--- config.mk ---
export PLATFORM = sky130hd
export DESIGN_NAME = ahp_serial_port
export DESIGN_NICKNAME = d
export VERILOG_FILES = /design/src/rtl/ahp_pkg.sv /design/src/rtl/ahp_serial_port.sv
export SDC_FILE = /design/constraint.sdc
export NUM_CORES = 1
export LEC_CHECK = 0
export BUFFER_PORTS_ARGS = -buffer_cell sky130_fd_sc_hd__buf_2
export CAP_MARGIN = 20
export CORE_MARGIN = 2
export CORE_UTILIZATION = 50
export DETAILED_ROUTE_END_ITERATION = 10
export HOLD_SLACK_MARGIN = 0.08
export PLACE_DENSITY = 0.74
export SLEW_MARGIN = 20
export SYNTH_ARGS = -nofsm -noshare
export SYNTH_HDL_FRONTEND = slang
export SYNTH_SLANG_ARGS = --single-unit
--- constraint.sdc ---
create_clock -name clk_sys_i -period 4.2 [get_ports clk_sys_i]
set_input_delay 0.21 -clock clk_sys_i [delete_from_list [all_inputs] [get_ports clk_sys_i]]
set_output_delay 0.21 -clock clk_sys_i [all_outputs]
set_load 0.005 [all_outputs]
--- src/rtl/ahp_pkg.sv ---
// Constants and types for the converter serial host port.
// Assumes a single system clock; all pins arrive from outside that domain.
//
// Behaviour
// - Sample from start fall to rise, select high
// - Mode 01 early start; sampling after deselect
// - Start rise with select high starts conversion
// - End-of-conversion low from sampling end to ready
// - End-of-conversion signalling only in mode 00
// - Interrupt falls on ready; select/sync fall clears
// - Sync low at select fall holds input off
// - Sync fall clears counter, enables input
// - Input off after 16 edges or select rise
// - Sync edges honoured regardless of select level
// - Power-down low sleeps; later select, sync or start fall wakes
// - Input MSB first; top nibble is command
// - Configuration write carries twelve data bits
// - Without sync, input latched on rising clock
// - With sync, input latched on falling clock
// - Output floats until first bit presented
// - Sync high: first bit at select fall, rising shifts
// - Sync low: first bit at sync low, falling shifts
// - Conversion reads: 12-bit result, four spare bits
// - Configuration read: register in final twelve bits
// - Output floats after sixteenth bit
// - Select fall clears counter, enables output; input if sync high
package ahp_pkg;

  // ------------------------------------------------------------
  // Frame and command layout
  // ------------------------------------------------------------
  localparam int FRAME_BITS = 16;
  localparam int CMD_BITS = 4;
  localparam int DATA_BITS = 12;
  localparam logic [3:0] CNT_LAST = 4'hF;
  localparam logic [3:0] CNT_CMD_LAST = 4'h3;
  localparam logic [3:0] CMD_READ_CFG = 4'h9;
  localparam logic [3:0] CMD_WRITE_CFG = 4'hA;
  localparam logic [3:0] PAD_BITS = 4'h0;

  // Conversion mode field inside the configuration word
  localparam int CFG_MODE_LSB = 5;
  localparam logic [1:0] MODE_SINGLE = 2'h0;
  localparam logic [1:0] MODE_REPEAT = 2'h1;
  localparam logic [11:0] CFG_RST = 12'h000;

  // ------------------------------------------------------------
  // Pin vector positions
  // ------------------------------------------------------------
  localparam int PIN_W = 6;
  localparam int PIN_SCLK = 0;
  localparam int PIN_SEL = 1;
  localparam int PIN_FS = 2;
  localparam int PIN_SI = 3;
  localparam int PIN_START = 4;
  localparam int PIN_PD = 5;
  localparam logic [5:0] PIN_RST = 6'h36;

  // ------------------------------------------------------------
  // Register port map
  // ------------------------------------------------------------
  localparam int ADDR_W = 8;
  localparam logic [7:0] REG_CTRL = 8'h00;
  localparam logic [7:0] REG_CFG = 8'h04;
  localparam logic [7:0] REG_RESULT = 8'h08;
  localparam logic [7:0] REG_STATUS = 8'h0C;
  localparam int CTRL_INT_SEL = 0;
  localparam logic CTRL_INT_SEL_RST = 1'b0;

  // ------------------------------------------------------------
  // Types
  // ------------------------------------------------------------
  typedef enum logic [1:0] {
    CV_IDLE = 2'b00,
    CV_SAMPLE = 2'b01,
    CV_CONV = 2'b11
  } ahp_conv_state_type;

  typedef struct packed {
    logic done;
    logic [11:0] result;
  } ahp_core_in_type;

  typedef struct packed {
    logic valid;
    logic legal;
    logic [3:0] code;
  } ahp_cmd_type;

endpackage

--- src/rtl/ahp_serial_port.sv ---
// Serial host port and conversion-control pin logic of a sampling converter.
// Assumes the host pins are asynchronous to clk_sys_i and much slower than it;
// the converter core reports completion with a one-cycle done pulse.
//
// The strobed register port and the address map were chosen for this implementation.
`timescale 1ns/1ps

module ahp_serial_port import ahp_pkg::*; #(
  parameter int NUM_CH = 8
) (
  input wire logic clk_sys_i,
  input wire logic srst_i,
  input wire logic ce_i,
  // Host pins
  input wire logic sclk_i,
  input wire logic sel_n_i,
  input wire logic frame_sync_i,
  input wire logic serial_in_i,
  input wire logic sample_start_n_i,
  input wire logic power_down_n_i,
  output logic serial_out_o,
  output logic serial_out_oe_o,
  output logic eoc_int_n_o,
  // Converter core side
  input ahp_core_in_type core_i,
  output logic sampling_o,
  output logic conv_start_o,
  output logic analog_on_o,
  output ahp_cmd_type cmd_o,
  // Register port
  input wire logic [ADDR_W-1:0] addr_i,
  input wire logic [31:0] wdata_i,
  input wire logic wr_i,
  input wire logic rd_i,
  output logic [31:0] rdata_o
);

  // ------------------------------------------------------------
  // Pin synchronisers and edge detection
  // ------------------------------------------------------------
  logic [PIN_W-1:0] pin_raw;
  logic [PIN_W-1:0] s1_reg, s2_reg, s3_reg, filt_reg;
  logic [PIN_W-1:0] pin_rise, pin_fall;

  assign pin_raw = {power_down_n_i, sample_start_n_i, serial_in_i, frame_sync_i, sel_n_i, sclk_i};

  genvar gi;
  generate
    for (gi = 0; gi < PIN_W; gi++) begin : g_sync
      wire agree = s2_reg[gi] == s3_reg[gi];
      assign pin_rise[gi] = ce_i & agree & s3_reg[gi] & ~filt_reg[gi];
      assign pin_fall[gi] = ce_i & agree & ~s3_reg[gi] & filt_reg[gi];
      always_ff @(posedge clk_sys_i) begin
        if (srst_i) begin
          s1_reg[gi] <= PIN_RST[gi];
          s2_reg[gi] <= PIN_RST[gi];
          s3_reg[gi] <= PIN_RST[gi];
          filt_reg[gi] <= PIN_RST[gi];
        end else if (ce_i) begin
          s1_reg[gi] <= pin_raw[gi];
          s2_reg[gi] <= s1_reg[gi];
          s3_reg[gi] <= s2_reg[gi];
          if (agree) begin
            filt_reg[gi] <= s3_reg[gi];
          end
        end
      end
    end
  endgenerate

  wire sclk_rise = pin_rise[PIN_SCLK];
  wire sclk_fall = pin_fall[PIN_SCLK];
  wire sel_rise = pin_rise[PIN_SEL];
  wire sel_fall = pin_fall[PIN_SEL];
  wire fs_fall = pin_fall[PIN_FS];
  wire start_rise = pin_rise[PIN_START];
  wire start_fall = pin_fall[PIN_START];
  wire sel_high = filt_reg[PIN_SEL];
  wire fs_level = filt_reg[PIN_FS];
  wire si_level = filt_reg[PIN_SI];

  // ------------------------------------------------------------
  // State
  // ------------------------------------------------------------
  logic si_en_reg, oe_reg, fs_mode_reg, cmd_seen_reg;
  logic [3:0] in_cnt_reg, out_cnt_reg;
  logic [FRAME_BITS-1:0] sh_in_reg, sh_out_reg;
  logic [DATA_BITS-1:0] cfg_reg, result_reg;
  ahp_cmd_type cmd_reg;
  ahp_conv_state_type cv_reg, cv_next;
  logic pend_reg, conv_start_reg, int_reg, pin_reg, awake_reg;
  logic int_sel_reg;
  logic [31:0] rdata_reg;

  // ------------------------------------------------------------
  // Frame decode
  // ------------------------------------------------------------
  wire frame_start = fs_fall | sel_fall;
  wire start_fs_mode = fs_fall | ~fs_level;
  wire start_si_en = fs_fall | fs_level;
  wire in_edge = si_en_reg & (fs_mode_reg ? sclk_fall : sclk_rise);
  wire out_edge = oe_reg & (fs_mode_reg ? sclk_fall : sclk_rise);
  wire [FRAME_BITS-1:0] in_word = {sh_in_reg[FRAME_BITS-2:0], si_level};
  wire [3:0] in_code = in_word[CMD_BITS-1:0];
  wire cmd_done = in_edge & (in_cnt_reg == CNT_CMD_LAST);
  wire word_done = in_edge & (in_cnt_reg == CNT_LAST);
  wire patch_cfg = cmd_done & (in_code == CMD_READ_CFG);
  wire code_legal = in_code[3] | (NUM_CH != 4) | ~in_code[0];
  wire [1:0] conv_mode = cfg_reg[CFG_MODE_LSB +: 2];
  wire [FRAME_BITS-1:0] load_word = {result_reg, PAD_BITS};

  // ------------------------------------------------------------
  // Serial frame engine
  // ------------------------------------------------------------
  always_ff @(posedge clk_sys_i) begin
    if (srst_i) begin
      si_en_reg <= 1'b0;
      oe_reg <= 1'b0;
      fs_mode_reg <= 1'b0;
      cmd_seen_reg <= 1'b0;
      in_cnt_reg <= 4'h0;
      out_cnt_reg <= 4'h0;
      sh_in_reg <= 16'h0000;
      sh_out_reg <= 16'h0000;
      cfg_reg <= CFG_RST;
      cmd_reg <= '0;
    end else if (ce_i) begin
      cmd_reg.valid <= 1'b0;
      if (sel_rise) begin
        si_en_reg <= 1'b0;
        oe_reg <= 1'b0;
      end else if (frame_start) begin
        in_cnt_reg <= 4'h0;
        out_cnt_reg <= 4'h0;
        si_en_reg <= start_si_en;
        fs_mode_reg <= start_fs_mode;
        oe_reg <= 1'b1;
        sh_out_reg <= load_word;
        cmd_seen_reg <= 1'b0;
      end else begin
        if (in_edge) begin
          sh_in_reg <= in_word;
          in_cnt_reg <= in_cnt_reg + 4'h1;
          if (in_cnt_reg == CNT_LAST) begin
            si_en_reg <= 1'b0;
          end
        end
        if (cmd_done) begin
          cmd_seen_reg <= 1'b1;
          cmd_reg.valid <= 1'b1;
          cmd_reg.code <= in_code;
          cmd_reg.legal <= code_legal;
        end
        if (word_done && in_word[FRAME_BITS-1 -: CMD_BITS] == CMD_WRITE_CFG) begin
          cfg_reg <= in_word[DATA_BITS-1:0];
        end
        if (out_edge) begin
          out_cnt_reg <= out_cnt_reg + 4'h1;
          if (patch_cfg) begin
            sh_out_reg <= {cfg_reg, PAD_BITS};
          end else begin
            sh_out_reg <= {sh_out_reg[FRAME_BITS-2:0], 1'b0};
          end
          if (out_cnt_reg == CNT_LAST) begin
            oe_reg <= 1'b0;
          end
        end
      end
    end
  end

  // ------------------------------------------------------------
  // Sampling and conversion control
  // ------------------------------------------------------------
  wire early_arm = start_fall & ~sel_high & cmd_seen_reg & (conv_mode == MODE_REPEAT);
  wire late_begin = sel_rise & pend_reg & ~filt_reg[PIN_START] & ~start_rise;
  // A start edge in the same cycle as the select rise counts as select high
  wire sel_up = sel_high | sel_rise;

  always_comb begin
    cv_next = cv_reg;
    unique case (cv_reg)
      CV_IDLE: begin
        if ((start_fall && sel_up) || late_begin) begin
          cv_next = CV_SAMPLE;
        end
      end
      CV_SAMPLE: begin
        if (start_rise && sel_up) begin
          cv_next = CV_CONV;
        end
      end
      CV_CONV: begin
        if (core_i.done) begin
          cv_next = CV_IDLE;
        end
      end
      default: cv_next = CV_IDLE;
    endcase
  end

  wire conv_begin = (cv_reg == CV_SAMPLE) & (cv_next == CV_CONV);
  wire conv_end = (cv_reg == CV_CONV) & core_i.done;
  wire eoc_active = (cv_next == CV_CONV) & (conv_mode == MODE_SINGLE);
  wire int_next = conv_end | (int_reg & ~frame_start);

  always_ff @(posedge clk_sys_i) begin
    if (srst_i) begin
      cv_reg <= CV_IDLE;
      pend_reg <= 1'b0;
      conv_start_reg <= 1'b0;
      result_reg <= 12'h000;
      int_reg <= 1'b0;
      pin_reg <= 1'b1;
    end else if (ce_i) begin
      cv_reg <= cv_next;
      conv_start_reg <= conv_begin;
      if (sel_rise || start_rise) begin
        pend_reg <= 1'b0;
      end else if (early_arm) begin
        pend_reg <= 1'b1;
      end
      if (conv_end) begin
        result_reg <= core_i.result;
      end
      int_reg <= int_next;
      pin_reg <= int_sel_reg ? ~int_next : ~eoc_active;
    end
  end

  // ------------------------------------------------------------
  // Power-down
  // ------------------------------------------------------------
  always_ff @(posedge clk_sys_i) begin
    if (srst_i) begin
      awake_reg <= 1'b1;
    end else if (ce_i) begin
      if (!filt_reg[PIN_PD]) begin
        awake_reg <= 1'b0;
      end else if (sel_fall || fs_fall || start_fall) begin
        awake_reg <= 1'b1;
      end
    end
  end

  // ------------------------------------------------------------
  // Register port
  // ------------------------------------------------------------
  wire hit_ctrl = addr_i == REG_CTRL;
  wire hit_cfg = addr_i == REG_CFG;
  wire hit_result = addr_i == REG_RESULT;
  wire hit_status = addr_i == REG_STATUS;
  wire [31:0] status_word = {24'h000000, cv_reg, awake_reg, pend_reg, int_reg,
                             fs_mode_reg, oe_reg, si_en_reg};
  wire [31:0] read_mux = hit_ctrl ? {31'h00000000, int_sel_reg} :
                         hit_cfg ? {20'h00000, cfg_reg} :
                         hit_result ? {20'h00000, result_reg} :
                         hit_status ? status_word : 32'h00000000;

  always_ff @(posedge clk_sys_i) begin
    if (srst_i) begin
      int_sel_reg <= CTRL_INT_SEL_RST;
      rdata_reg <= 32'h00000000;
    end else if (ce_i) begin
      if (wr_i && hit_ctrl) begin
        int_sel_reg <= wdata_i[CTRL_INT_SEL];
      end
      rdata_reg <= rd_i ? read_mux : 32'h00000000;
    end
  end

  // ------------------------------------------------------------
  // Outputs
  // ------------------------------------------------------------
  assign serial_out_o = sh_out_reg[FRAME_BITS-1];
  assign serial_out_oe_o = oe_reg;
  assign eoc_int_n_o = pin_reg;
  assign sampling_o = (cv_reg == CV_SAMPLE);
  assign conv_start_o = conv_start_reg;
  assign analog_on_o = awake_reg;
  assign cmd_o = cmd_reg;
  assign rdata_o = rdata_reg;

endmodule

## Word-level counts from Yosys, hierarchy flattened

Index checks and enable logic that the tools add are counted.

| storage, ports and cells | value |
|---|---|
| flip-flop bits (word level) | 137 |
| logic and storage cells | 190 |
| output and inout port bits | 44 |

| cells by class | value |
|---|---|
| bitwise logic cells | 51 |
| reductions and logical operators | 38 |
| equality and inequality tests | 19 |
| multiplexer cells | 35 |
| add/subtract/negate cells | 2 |

Operator list:

| cell | number |
|---|---|
| 2-to-1 mux 12 bit | 4 |
| 2-to-1 mux 16 bit | 3 |
| AND 1 bit | 33 |
| AND reduction 2 bit | 10 |
| 2-to-1 mux 6 bit | 3 |
| AND reduction 3 bit | 6 |
| equality test 4 bit (second input constant) | 4 |
| equality test 8 x 4 -> 1 bit (second input constant) | 2 |
| 2-to-1 mux 1 bit | 16 |
| 2-to-1 mux 4 bit | 4 |
| inverter 1 bit | 13 |
| AND reduction 4 bit | 3 |
| nonzero test 3 bit | 4 |
| adder 4 x 1 -> 4 bit (second input constant) | 2 |
| equality test 8 x 3 -> 1 bit (second input constant) | 1 |
| logical NOT 8 bit | 1 |
| 2-to-1 mux 8 bit | 1 |
| nonzero test 2 bit | 4 |
| equality test 1 bit | 6 |
| 2-to-1 mux 2 bit | 3 |
| one-hot mux 2 bit (3 select lines) | 1 |
| bitwise OR 1 bit | 5 |
| equality test 2 x 1 -> 1 bit (second input constant) | 2 |
| equality test 2 bit (second input constant) | 2 |
| 5 further kinds | 12 |

## Logic depth before layout (Yosys ltp)

Gate-level depths: netlist (run 1).

| logic depth | value |
|---|---|
| word-level depth | 14 |
| mapped depth | 7 |
| depth with buffers taken out | 6 |

## Worst setup path after synthesis (run 1)

Ideal clock, no wire load.

| timing path | value |
|---|---|
| path type | register to register |
| start point | reg s2_reg[0] |
| end point | reg cfg_reg[10] |
| arrival time | 1.594 ns |
| buffers on the path | 1 |
| setup slack | 2.479 ns |
| cell stages (with the launch flop) | 7 |
| path through | dfxtp_1 -> and4bb_4 -> o211ai_2 -> nor4_4 -> buf_6 -> mux2i_1 -> nor2_1 |

| between the ends | value |
|---|---|
| cells in the longest elaborated chain, start to end | 9 |
| elaborated cells between the ends (all ways) | 11 |

Ends and longest elaborated chain:

| item | line | source |
|---|---|---|
| from (decl) | ahp_serial_port.sv:42 | `logic [PIN_W-1:0] s1_reg, s2_reg, s3_reg, filt_reg;` |
| from (signal, indexed assignment) | ahp_serial_port.sv:56 | `s2_reg[gi] <= PIN_RST[gi];` |
| from (signal, indexed assignment) | ahp_serial_port.sv:61 | `s2_reg[gi] <= s1_reg[gi];` |
| equality test 1 bit * | ahp_serial_port.sv:50 | `wire agree = s2_reg[gi] == s3_reg[gi];` |
| AND 1 bit * | ahp_serial_port.sv:51, ahp_serial_port.sv:52 |  |
| AND 1 bit (on tied branches) (2 in series) | ahp_serial_port.sv:51, ahp_serial_port.sv:52 |  |
| 2-to-1 mux 1 bit * | ahp_serial_port.sv:101 | `wire in_edge = si_en_reg & (fs_mode_reg ? sclk_fall : sclk_rise);` |
| AND 1 bit * | ahp_serial_port.sv:101 |  |
| AND 1 bit * | ahp_serial_port.sv:106 | `wire word_done = in_edge & (in_cnt_reg == CNT_LAST);` |
| logical AND 1 bit * | ahp_serial_port.sv:154 | `if (word_done && in_word[FRAME_BITS-1 -: CMD_BITS] == CMD_WRITE_CFG) begin` |
| AND reduction 4 bit (no source line) * | n/a |  |
| to (signal assigned) | ahp_serial_port.sv:155 | `cfg_reg <= in_word[DATA_BITS-1:0];` |
| to (decl) | ahp_serial_port.sv:88 | `logic [DATA_BITS-1:0] cfg_reg, result_reg;` |

Every way passes the cells marked *; elsewhere a longest branch is shown, timed or not.
A chain may end at the register's enable or synchronous reset.

## Worst setup path in the final report (run 1)

| timing path | value |
|---|---|
| start point | reg s2_reg[1] |
| end point | reg cfg_reg[9] |

| between the ends | value |
|---|---|
| cells in the longest elaborated chain, start to end | 7 |
| elaborated cells between the ends (all ways) | 10 |

Ends and longest elaborated chain:

| item | line | source |
|---|---|---|
| equality test 1 bit * | ahp_serial_port.sv:50 |  |
| AND 1 bit * | ahp_serial_port.sv:51, ahp_serial_port.sv:52 |  |
| AND 1 bit (2 in series) | ahp_serial_port.sv:52 | `assign pin_fall[gi] = ce_i & agree & ~s3_reg[gi] & filt_reg[gi];` |
| bitwise OR 1 bit | ahp_serial_port.sv:98 | `wire frame_start = fs_fall \| sel_fall;` |
| inverter 1 bit (no source line) | n/a |  |
| AND reduction 4 bit (no source line) * | n/a |  |

Marks and branches as above.

==> run_results.csv, run 1 <==
group,metric,value,unit
worst_setup_path,critical_path.slowest_cell,"nor4_4",
cells_and_area,utilization,0.6196,
routing,drtIter0Drc,326,
sta,post-route-min-period,2.649,ns
global_route,grt_use_met3,0.06015,
global_route,gr-usage-met1,0.3039,
cells_and_area,nets,693,
global_route,met2_usage,0.3716,
die,fp.dieW,104.4,um
synth,yosysSeqAreaShare,0.4492,
synth,synth-compound-area-share,0.1851,
synth,synth_xor_area_frac,0.003478,
routing,routedWlPerCell,15.92,um
placed_design,pre_cts_slack,1.524,ns
placed_design,gp_congestion,0.8679,
clocking,numCtsBuffers,17,
worst_hold_path,hold_depth,4,
power_and_ir_drop,leakagePower,0.002548,uW
cells_and_area,largest_register_ff_count,15,
global_route,antenna_found_initial,0,
synth,postSynth.asyncResetShare,0,
sta,tns,0,ns
worst_setup_path,regToRegSetupSlack,1.55,ns
sta,fmax,377.5,MHz
die,rows,36,
worst_setup_path,timing.critical_path.cells,"or3b_1, nand4_2, nor4_4, mux2i_1, nor2_1",
synth,syn_avg_cell_area,8.898,um2
synth,ys.flop_type,"dfxtp_1",
synth,muxShareOfSynthArea,0.1061,
synth,synth.ff_latch_count,113,
die,boundaryPins,108,
synth,synth_top_family_by_area,"compound AO/OA/AOI/OAI gates",
clocking,clockBufferDepth,2,
die,die_h,104.4,um
worst_setup_path,critical_path.max_fanout,13,
routing,drc,0,
synth,yosysWarnings,0,
clocking,root_buffer,"clkbuf_8",
routing,finalWirelength,12310,um
flow_run,maxCapViolCount,0,
placed_design,hpwlAfterDp,7992,um
worst_hold_path,min_path_type,"in -> reg",
worst_setup_path,worstRegToRegCells,5,
synth,yosys.area_share.simple,0.1819,
worst_hold_path,min-delay-start,"core_i[12]",
cells_and_area,layout-drive-gt1-share,0.1609,
worst_hold_path,min_to,"cv_reg[1]$_SDFFE_PP0P_",
synth,synth_largest_area_cell,"dfxtp_1",
worst_setup_path,worst_ep_arrival_time,3.02,ns
synth,netlist.area_leader.share,0.4492,
global_route,grt_pass1_wl,20400,um
routing,vias_per_cell,5.627,
power_and_ir_drop,p_per_area,434.3,nW/um2
synth,synth-edff-count,0,
die,die_area,10890,um2
routing,ant_nets,0,
sta,relSlewSlack,0.2873,
sta,rsz0062_at_grt,"false",
cells_and_area,area_growth,20.25,%
placed_design,portBuffers,56,
synth,netlist_area,5036,um2
worst_setup_path,r2r_end,"cfg_reg[9]$_SDFFE_PP0P_",
outcome,status,"complete, no violations",
sta,finalCritPeriodShare,0.6307,
synth,syn_inst,566,
worst_setup_path,critPathLaunch,"s2_reg[1]$_SDFFE_PP1P_",
routing,first_pass_iters,5,
sta,drv_slew,0,
cells_and_area,antenna_cells,0,
synth,synth_adder_area_share,0.004969,
worst_setup_path,r2r-start,"s2_reg[1]$_SDFFE_PP1P_",
die,start_util,0.5152,
clocking,htreeDepth,4,
clocking,clk_latency,0.51,ns
global_route,grt_pass1_vias,4113,
worst_setup_path,crit_type,"reg -> reg",
sta,tightest_slew,1.067,ns
worst_setup_path,crit_path_start_kind,"flop",
clocking,clock_sinks,113,
clocking,cts_tree,"built",
sta,finalWorstSetupSlack,1.551,ns
sta,finalHoldViolations,0,
routing,vias,4350,
worst_setup_path,end_kind,"flop",
sta,finalSetupViolations,0,
synth,synth.area.top_cells,"dfxtp_1 45%, mux2i_1 9.9%, a21oi_1 5.5%, nor2_1 5.3%, nand2_1 4.8%",
sta,skew,0.006252,ns
worst_setup_path,critical_path.max_stage_delay,1.03,ns
clocking,clk_pin_slew_worst_paths,0.05,ns
worst_setup_path,worst_ep_required_time,4.57,ns
global_route,grt_usage,0.2345,
synth,ys_types,59,
global_route,globalRoute.busiestLayer,"met2",
power_and_ir_drop,max-vdd-ir-drop,0.2844,mV
global_route,grt_max_degree,75,
global_route,overflow,0,
die,coreArea,9774,um2
==> cell families (layout without fill, tap and decap cells) <==
logic type / count (synthesis) / count (layout)
fa+ha+maj: 2 / 2
buf+inv: 65 / 120
mux: 52 / 52
other cells: 1 / 20
compound gates: 143 / 143
flops: 113 / 113
xor+xnor: 2 / 2
simple gates: 188 / 188
==> area by class of cell <==
class | count | area (um2)
flip-flops and latches | 113 | 2262
multi-input cells | 407 | 2500
repair buffers | 78 | 495.5
inverters | 10 | 37.54
well taps | 133 | 166.4
clock inverters | 11 | 135.1
fillers | 818 | 3719
clock buffers | 21 | 459.2
==> cells in the mapped netlist (all sizes together), types with 4 or more instances <==
cell type	count
a21oi	55
a221o	5
a22oi	5
and4bb	4
buf	36
clkbuf	19
dfxtp	113
inv	10
mux2i	50
nand2	65
nand2b	11
nand3	7
nor2	73
nor2b	4
o211a	7
o211ai	6
o21ai	37
o221ai	6
o311a	5
==> worst max path at each step <==
stage | endpoint | slack [ns]
floorplan | cfg_reg[10]$_SDFFE_PP0P_ | 2.48
global placement | cfg_reg[4]$_SDFFE_PP0P_ | 1.58
detailed placement | cfg_reg[8]$_SDFFE_PP0P_ | 1.52
CTS | cfg_reg[9]$_SDFFE_PP0P_ | 1.57
global route | cfg_reg[11]$_SDFFE_PP0P_ | 1.38
finish | cfg_reg[9]$_SDFFE_PP0P_ | 1.55
==> critical path, delay by kind of cell, from the launching register on <==
kind / cells / cell delay, ns
muxes: 1 / 0.29
DFF: 1 / 0.50
and+or+nand+nor: 4 / 1.70
==> cell usage in the layout (no fill, tap or decap), drive strengths merged, types with 3 or more instances in the layout <==
master and count:
clkinv 6, o221ai 6, a32o 3, inv 10, clkbuf 21, dlygate4sd3 20
a21oi 55, nand2 65, o211a 7, o21ai 37, buf 58, nor3 3
o211ai 6, nor2b 4, a22oi 5, bufinv 3, nand3 7, and4bb 4
mux2i 50, conb 20, dfxtp 113, nand4 3, nor2 73, o311a 5
nand2b 11, a221o 5
==> layer usage <==
| layer | vias up | wire length (um) |
|---|---|---|
| met1 | 2055 | 5480 |
| met3 | 19 | 781 |
| met5 | - | 0 |
| met2 | 194 | 5849 |
| met4 | 0 | 198 |
| li1 | 2082 | - |
==> power breakdown <==
| part | switching, uW | internal (uW) |
|---|---|---|
| clock network | 486 | 943 |
| registers | 9.10 | 1080 |
| logic | 65.5 | 43.5 |
==> stage by stage <==
stage | std cells | power, uW | area (um2) | hold slack [ns]
6_report | 773 | 2630 | 6056 | 0.1499
2_1_floorplan | 585 | 1188 | 5107 | 0.3384
3_3_place_gp | 721 | 1204 | 5261 | 0.4253
5_1_grt | 773 | 2700 | 6056 | 0.1313
4_1_cts | 773 | 2640 | 6056 | 0.1032
3_5_place_dp | 721 | 1207 | 5261 | 0.4334
==> timing repair <==
action | in CTS | in global routing
endpoints found under the hold margin | 19 | 0
buffers inserted | 0 | 0
hold buffers | 20 | 0
gates resized for setup | 0 | 0
No activity file was read; power rests on OpenSTA's default activity.
==> inputs of run 2 (changes only) <==
Settings changed: CORE_UTILIZATION 50 to 49, PLACE_DENSITY 0.74 to 0.76.
Clock period 4.2 ns to 2.15 ns, I/O delays scaled along.
==> run_results.csv, run 2 (same netlist as run 1, synthesis figures left out) <==
group,metric,value,unit
power_and_ir_drop,pwr-share-comb,0.049,
sta,tns,0,ns
cells_and_area,multi_input_area,2507,um2
global_route,grt_max_degree,39,
cells_and_area,utilization,0.6048,
power_and_ir_drop,p_per_area,768.4,nW/um2
die,die_h,105.4,um
power_and_ir_drop,internal-power,3699,uW
cells_and_area,fillers,846,
placed_design,dp.cells,740,
cells_and_area,nets,713,
worst_setup_path,critical_path.max_stage_delay,0.49,ns
power_and_ir_drop,max-vdd-ir-drop,0.5003,mV
routing,routedWlPerCell,16.08,um
die,fp.dieW,105.4,um
clocking,cts_tree,"built",
sta,drv_slew,0,
clocking,clk_pin_slew_worst_paths,0.05,ns
clocking,numCtsBuffers,17,
global_route,grt_usage,0.2376,
power_and_ir_drop,clockPowerShare,0.498,
placed_design,pre_cts_slack,0.1477,ns
power_and_ir_drop,power_frac_seq,0.453,
global_route,antenna_found_initial,0,
worst_setup_path,critical_path.max_fanout,12,
placed_design,portBuffers,56,
worst_setup_path,path_buf_inv,1,
die,boundaryPins,108,
die,coreArea,10140,um2
clocking,root_buffer,"clkbuf_8",
flow_run,maxCapViolCount,0,
sta,rsz0062_at_grt,"false",
global_route,grt_pass1_vias,4232,
die,rows,37,
cells_and_area,final_cell_mix,"113 x dfxtp_1, 71 x nor2_1, 65 x nand2_1",
worst_setup_path,timing.critical_path.cells,"nand3b_1, nand4_2, nor4_4, buf_4, mux2i_1, nor2_1",
placed_design,hpwlAfterDp,8580,um
routing,ant_nets,0,
cells_and_area,final_common_cell,"dfxtp_1",
clocking,clock_sinks,113,
cells_and_area,fin_cells,793,
cells_and_area,ff_latch_area,2262,um2
sta,fmax,495.1,MHz
outcome,status,"complete, no violations",
power_and_ir_drop,leakagePower,0.002596,uW
routing,vias,4469,
sta,relSlewSlack,0.6128,
cells_and_area,area_growth,21.76,%
routing,first_pass_iters,5,
worst_setup_path,crit_path_start_kind,"flop",
worst_setup_path,end_kind,"flop",
sta,post-route-min-period,2.020,ns
worst_setup_path,worst_ep_arrival_time,2.41,ns
power_and_ir_drop,sw_frac_of_total,0.2150,
worst_setup_path,path_delay_family,"simple AND/OR/NAND/NOR gates",
global_route,grt_pass1_wl,20820,um
sta,finalWorstSetupSlack,0.1303,ns
sta,finalCritPeriodShare,0.9394,
die,start_util,0.4967,
worst_setup_path,crit_type,"reg -> reg",
clocking,htreeDepth,4,
cells_and_area,layout-drive-gt1-share,0.1659,
worst_setup_path,worst_ep_required_time,2.54,ns
routing,finalWirelength,12750,um
placed_design,gp_congestion,0.8963,
global_route,overflow,0,
routing,drc,0,
sta,finalHoldViolations,0,
routing,drtIter0Drc,452,
clocking,clockBufferDepth,2,
sta,tightest_slew,0.5791,ns
worst_setup_path,critical_path.slowest_cell,"dfxtp_1",
cells_and_area,antenna_cells,0,
sta,skew,0.005826,ns
clocking,clk_latency,0.52,ns
cells_and_area,largest_register_ff_count,15,
power_and_ir_drop,power_switching,1013,uW
die,die_area,11100,um2
routing,vias_per_cell,5.636,
worst_hold_path,min_path_type,"in -> reg",
sta,finalSetupViolations,0,
-- run 2: cell types whose count changed in the layout (fill, tap and decap cells not counted), sizes merged --
cell,before,now
buf,58,75
bufinv,3,0
clkbuf,21,29
clkinv,6,0
clkinvlp,2,0
dlygate4sd3,20,23
-- run 2: final cells by class --
cell class / count / area share
clock buffer: 29 / 0.07978
inverter: 10 / 0.006121
multi-input combinational: 407 / 0.4089
sequential: 113 / 0.3689
tap: 136 / 0.02775
timing repair buffer: 98 / 0.1085
-- run 2: power by group through the flow --
stage	logic (uW)	registers, uW	clock network (uW)
after floorplan	151	2170	0
after detailed placement	193	2180	0
after CTS	225	2130	2370
final	231	2130	2350
after global routing	251	2130	2470
after global placement	189	2170	0
-- run 2: worst min-delay path, delay by kind of cell --
| kind | cells | cell delay, ns |
|---|---|---|
| simple gates | 2 | 0.32 |
| buf+inv | 1 | 0.15 |
-- run 2: final timing paths --
kind / start / endpoint / slack (ns) / depth (start not counted)
setup reg to reg: sel_high$_SDFFE_PP1N_ / cfg_reg[5]$_SDFFE_PP0P_ / 0.13 / 6
hold / removal: ce_i / pend_reg$_SDFFE_PP0P_ / 0.10 / 3
hold reg to reg: rdata_o[3]$_SDFFE_PP0P_ / rdata_o[3]$_SDFFE_PP0P_ / 0.45 / 2
setup / recovery: sel_high$_SDFFE_PP1N_ / cfg_reg[5]$_SDFFE_PP0P_ / 0.13 / 6
-- run 2: routing by layer --
metal	up-vias	part of all wire	global-route usage
met2	189	0.48	0.3866
li1	2122	-	-
met5	-	0	0
met4	0	0.024	0.1029
met1	2124	0.42	0.3012
met3	34	0.068	0.05504
-- run 2: what timing repair did --
action,4_1_cts,5_1_grt
resized for setup,0,1
hold buffers,23,0
hold endpoints to repair,23,0
setup buffers,0,1
endpoints found under the setup margin,0,8
-- run 2: per-stage QoR --
step	instance area [um2]	power (uW)	hold slack, ns
6_report	6132	4712	0.1027
2_1_floorplan	5107	2321	0.2359
4_1_cts	6105	4728	0.09358
3_5_place_dp	5385	2368	0.3289
5_1_grt	6132	4860	0.1176
3_3_place_gp	5385	2363	0.3227
==> inputs of run 3 (changes only) <==
Settings changed: ABC_AREA set to 1, BUFFER_PORTS_ARGS -buffer_cell sky130_fd_sc_hd__buf_2 to unset, CORE_UTILIZATION 49 to 50, DONT_BUFFER_PORTS set to 1, PLACE_DENSITY 0.76 to 0.68.
==> run_results.csv, run 3 <==
group,metric,value,unit
clocking,htreeDepth,4,
cells_and_area,antenna_cells,0,
cells_and_area,layout-drive-gt1-share,0.09044,
synth,syn_avg_cell_area,7.125,um2
clocking,cts_resized,0,
die,rows,37,
synth,ys.flop_type,"dfxtp_1",
global_route,grt_max_degree,37,
worst_setup_path,worst_ep_arrival_time,2.42,ns
routing,finalWirelength,13030,um
worst_setup_path,crit_path_start_kind,"flop",
synth,synth-edff-count,0,
routing,vias_per_cell,5.349,
routing,first_pass_iters,5,
clocking,clk_pin_slew_worst_paths,0.05,ns
synth,yosysWarnings,0,
global_route,grt_pass1_wl,21340,um
die,die_h,106.4,um
die,boundaryPins,108,
sta,fmax,509.7,MHz
die,start_util,0.5125,
placed_design,gp_congestion,0.9019,
sta,post-route-min-period,1.962,ns
routing,drc,0,
placed_design,pre_cts_slack,0.2237,ns
cells_and_area,nets,828,
worst_setup_path,end_kind,"flop",
global_route,overflow,0,
outcome,status,"complete, no violations",
worst_setup_path,worst_ep_required_time,2.60,ns
sta,relSlewSlack,0.6096,
synth,synth_largest_area_cell,"dfxtp_1",
sta,finalSetupViolations,0,
worst_hold_path,min_path_type,"in -> reg",
power_and_ir_drop,p_per_area,793.2,nW/um2
routing,routedWlPerCell,14.32,um
sta,finalWorstSetupSlack,0.1880,ns
synth,netlist_area,5244,um2
global_route,antenna_found_initial,0,
cells_and_area,fin_cells,910,
worst_setup_path,path_common_cell,"nor2_1",
power_and_ir_drop,leakagePower,0.002527,uW
cells_and_area,largest_register_ff_count,15,
synth,synth.ff_latch_count,113,
sta,finalHoldViolations,0,
sta,rsz0062_at_grt,"false",
routing,drtIter0Drc,313,
clocking,clk_latency,0.52,ns
sta,skew,0.006082,ns
routing,ant_nets,0,
worst_setup_path,timing.critical_path.cells,"nand2_1, inv_1, nand4_1, nand2_4, nand2_2, nor3_4, buf_4, nor2_1, nor2_1",
worst_setup_path,crit_type,"reg -> reg",
synth,netlist.area_leader.share,0.4314,
cells_and_area,final_common_cell,"nand2_1",
synth,yosysSeqAreaShare,0.4314,
die,fp.dieW,106.4,um
worst_setup_path,critical_path.slowest_cell,"nor3_4",
clocking,numCtsBuffers,17,
synth,syn_inst,736,
cells_and_area,area_growth,16.56,%
placed_design,dp.cells,848,
routing,vias,4868,
die,die_area,11320,um2
worst_setup_path,path_buf_inv,2,
synth,postSynth.asyncResetShare,0,
synth,yosys-top-cells-count,"129 x nand2_1, 122 x nor2_1, 113 x dfxtp_1",
clocking,root_buffer,"clkbuf_8",
global_route,grt_pass1_vias,4587,
placed_design,hpwlAfterDp,9040,um
flow_run,maxCapViolCount,0,
sta,drv_slew,0,
clocking,cts_tree,"built",
global_route,grt_usage,0.2373,
power_and_ir_drop,max-vdd-ir-drop,0.4223,mV
synth,yosysMostFrequentCell,"nand2_1",
worst_setup_path,critical_path.max_fanout,16,
clocking,clock_sinks,113,
worst_setup_path,path_delay_family,"simple AND/OR/NAND/NOR gates",
sta,tightest_slew,0.5837,ns
worst_setup_path,critical_path.max_stage_delay,0.47,ns
sta,tns,0,ns
clocking,clockBufferDepth,2,
synth,synth.area.top_cells,"dfxtp_1 43%, nand2_1 9.2%, nor2_1 8.7%, nand3_1 6.6%, inv_1 5.0%",
synth,ys_types,39,
placed_design,portBuffers,0,
sta,finalCritPeriodShare,0.9126,
die,coreArea,10230,um2
cells_and_area,final_cell_mix,"129 x nand2_1, 122 x nor2_1, 113 x dfxtp_1",
==> run 3: cell types whose count changed in the layout (fill, tap and decap cells not counted), sizes merged, moves of 6 or more <==
cell         previous run  this run
a21oi                  55        41
buf                    75        14
dlygate4sd3            23        29
inv                    10        78
mux2i                  50         0
nand2                  65       138
nand2b                 11         0
nand3                   7        73
nand4                   3        21
nor2                   73       127
o211a                   7         0
o21ai                  37        58
o221ai                  6         0
==> run 3: where the power goes <==
group | leakage (uW) | internal, uW | switching, uW
clock network | 0.000261 | 1550 | 904
registers | 0.000915 | 2130 | 24.5
logic | 0.00135 | 93.6 | 148
total | 0.00253 | 3770 | 1080
==> run 3: layout make-up <==
cell class / count / area, um2
fillers: 915 / 4119
multi-input cells: 508 / 2422
flip-flops and latches: 113 / 2262
clock buffers: 26 / 498.0
repair buffers: 43 / 432.9
inverters: 79 / 299.0
well taps: 136 / 170.2
clock inverters: 5 / 27.53
==> run 3: metrics by stage <==
step / cell area [um2] / hold WS, ns / utilization / power, uW
floorplan: 5315 / 0.2338 / - / 2367
global placement: 5256 / 0.1835 / 0.5138 / 2361
detailed placement: 5256 / 0.1845 / 0.5138 / 2367
CTS: 6112 / 0.08610 / 0.5974 / 4882
global route: 6112 / 0.1591 / 0.5974 / 5006
finish: 6112 / 0.1035 / 0.5974 / 4848
==> run 3: what timing repair did <==
action / in CTS / in global routing
endpoints found under the hold margin: 79 / 0
setup buffers: 0 / 0
hold buffers: 31 / 0
==> run 3: metal layers <==
| metal | track usage | share of wire | vias to the layer above |
|---|---|---|---|
| li1 | - | - | 2406 |
| met1 | 0.2871 | 0.43 | 2246 |
| met2 | 0.3947 | 0.47 | 178 |
| met3 | 0.05825 | 0.074 | 38 |
| met4 | 0.1150 | 0.028 | 0 |
| met5 | 0 | 0 | - |
==> run 3: worst paths after layout <==
check | from | to | slack [ns] | depth (start not counted)
worst max-delay path | fs_mode_reg$_SDFFE_PP0P_ | sh_in_reg[7]$_SDFFE_PP0P_ | 0.19 | 9
worst min register to register | s1_reg[5]$_SDFFE_PP1P_ | s1_reg[5]$_SDFFE_PP1P_ | 0.46 | 2
worst min-delay path | addr_i[2] | rdata_o[11]$_SDFFE_PP0P_ | 0.10 | 4
worst max register to register | fs_mode_reg$_SDFFE_PP0P_ | sh_in_reg[7]$_SDFFE_PP0P_ | 0.19 | 9
==> run 3: logic make-up after synthesis <==
logic type / Yosys count / synth area share
AO/OA/AOI/OAI: 121 / 0.1265
XOR/XNOR: 1 / 0.001671
adder cells (fa/ha/maj): 2 / 0.004771
buffers and inverters: 134 / 0.1203
flip-flops: 113 / 0.4314
other: 1 / 0.0007151
AND/OR/NAND/NOR: 364 / 0.3147
==> run 3: worst register-to-register path, stage by stage, from the launching register on <==
cell and delay [ns]:
dfxtp_1 0.38, nand2_1 0.07, inv_1 0.05, nand4_1 0.14, nand2_4 0.23, nand2_2 0.11
nor3_4 0.47, buf_4 0.29, nor2_1 0.05, nor2_1 0.10
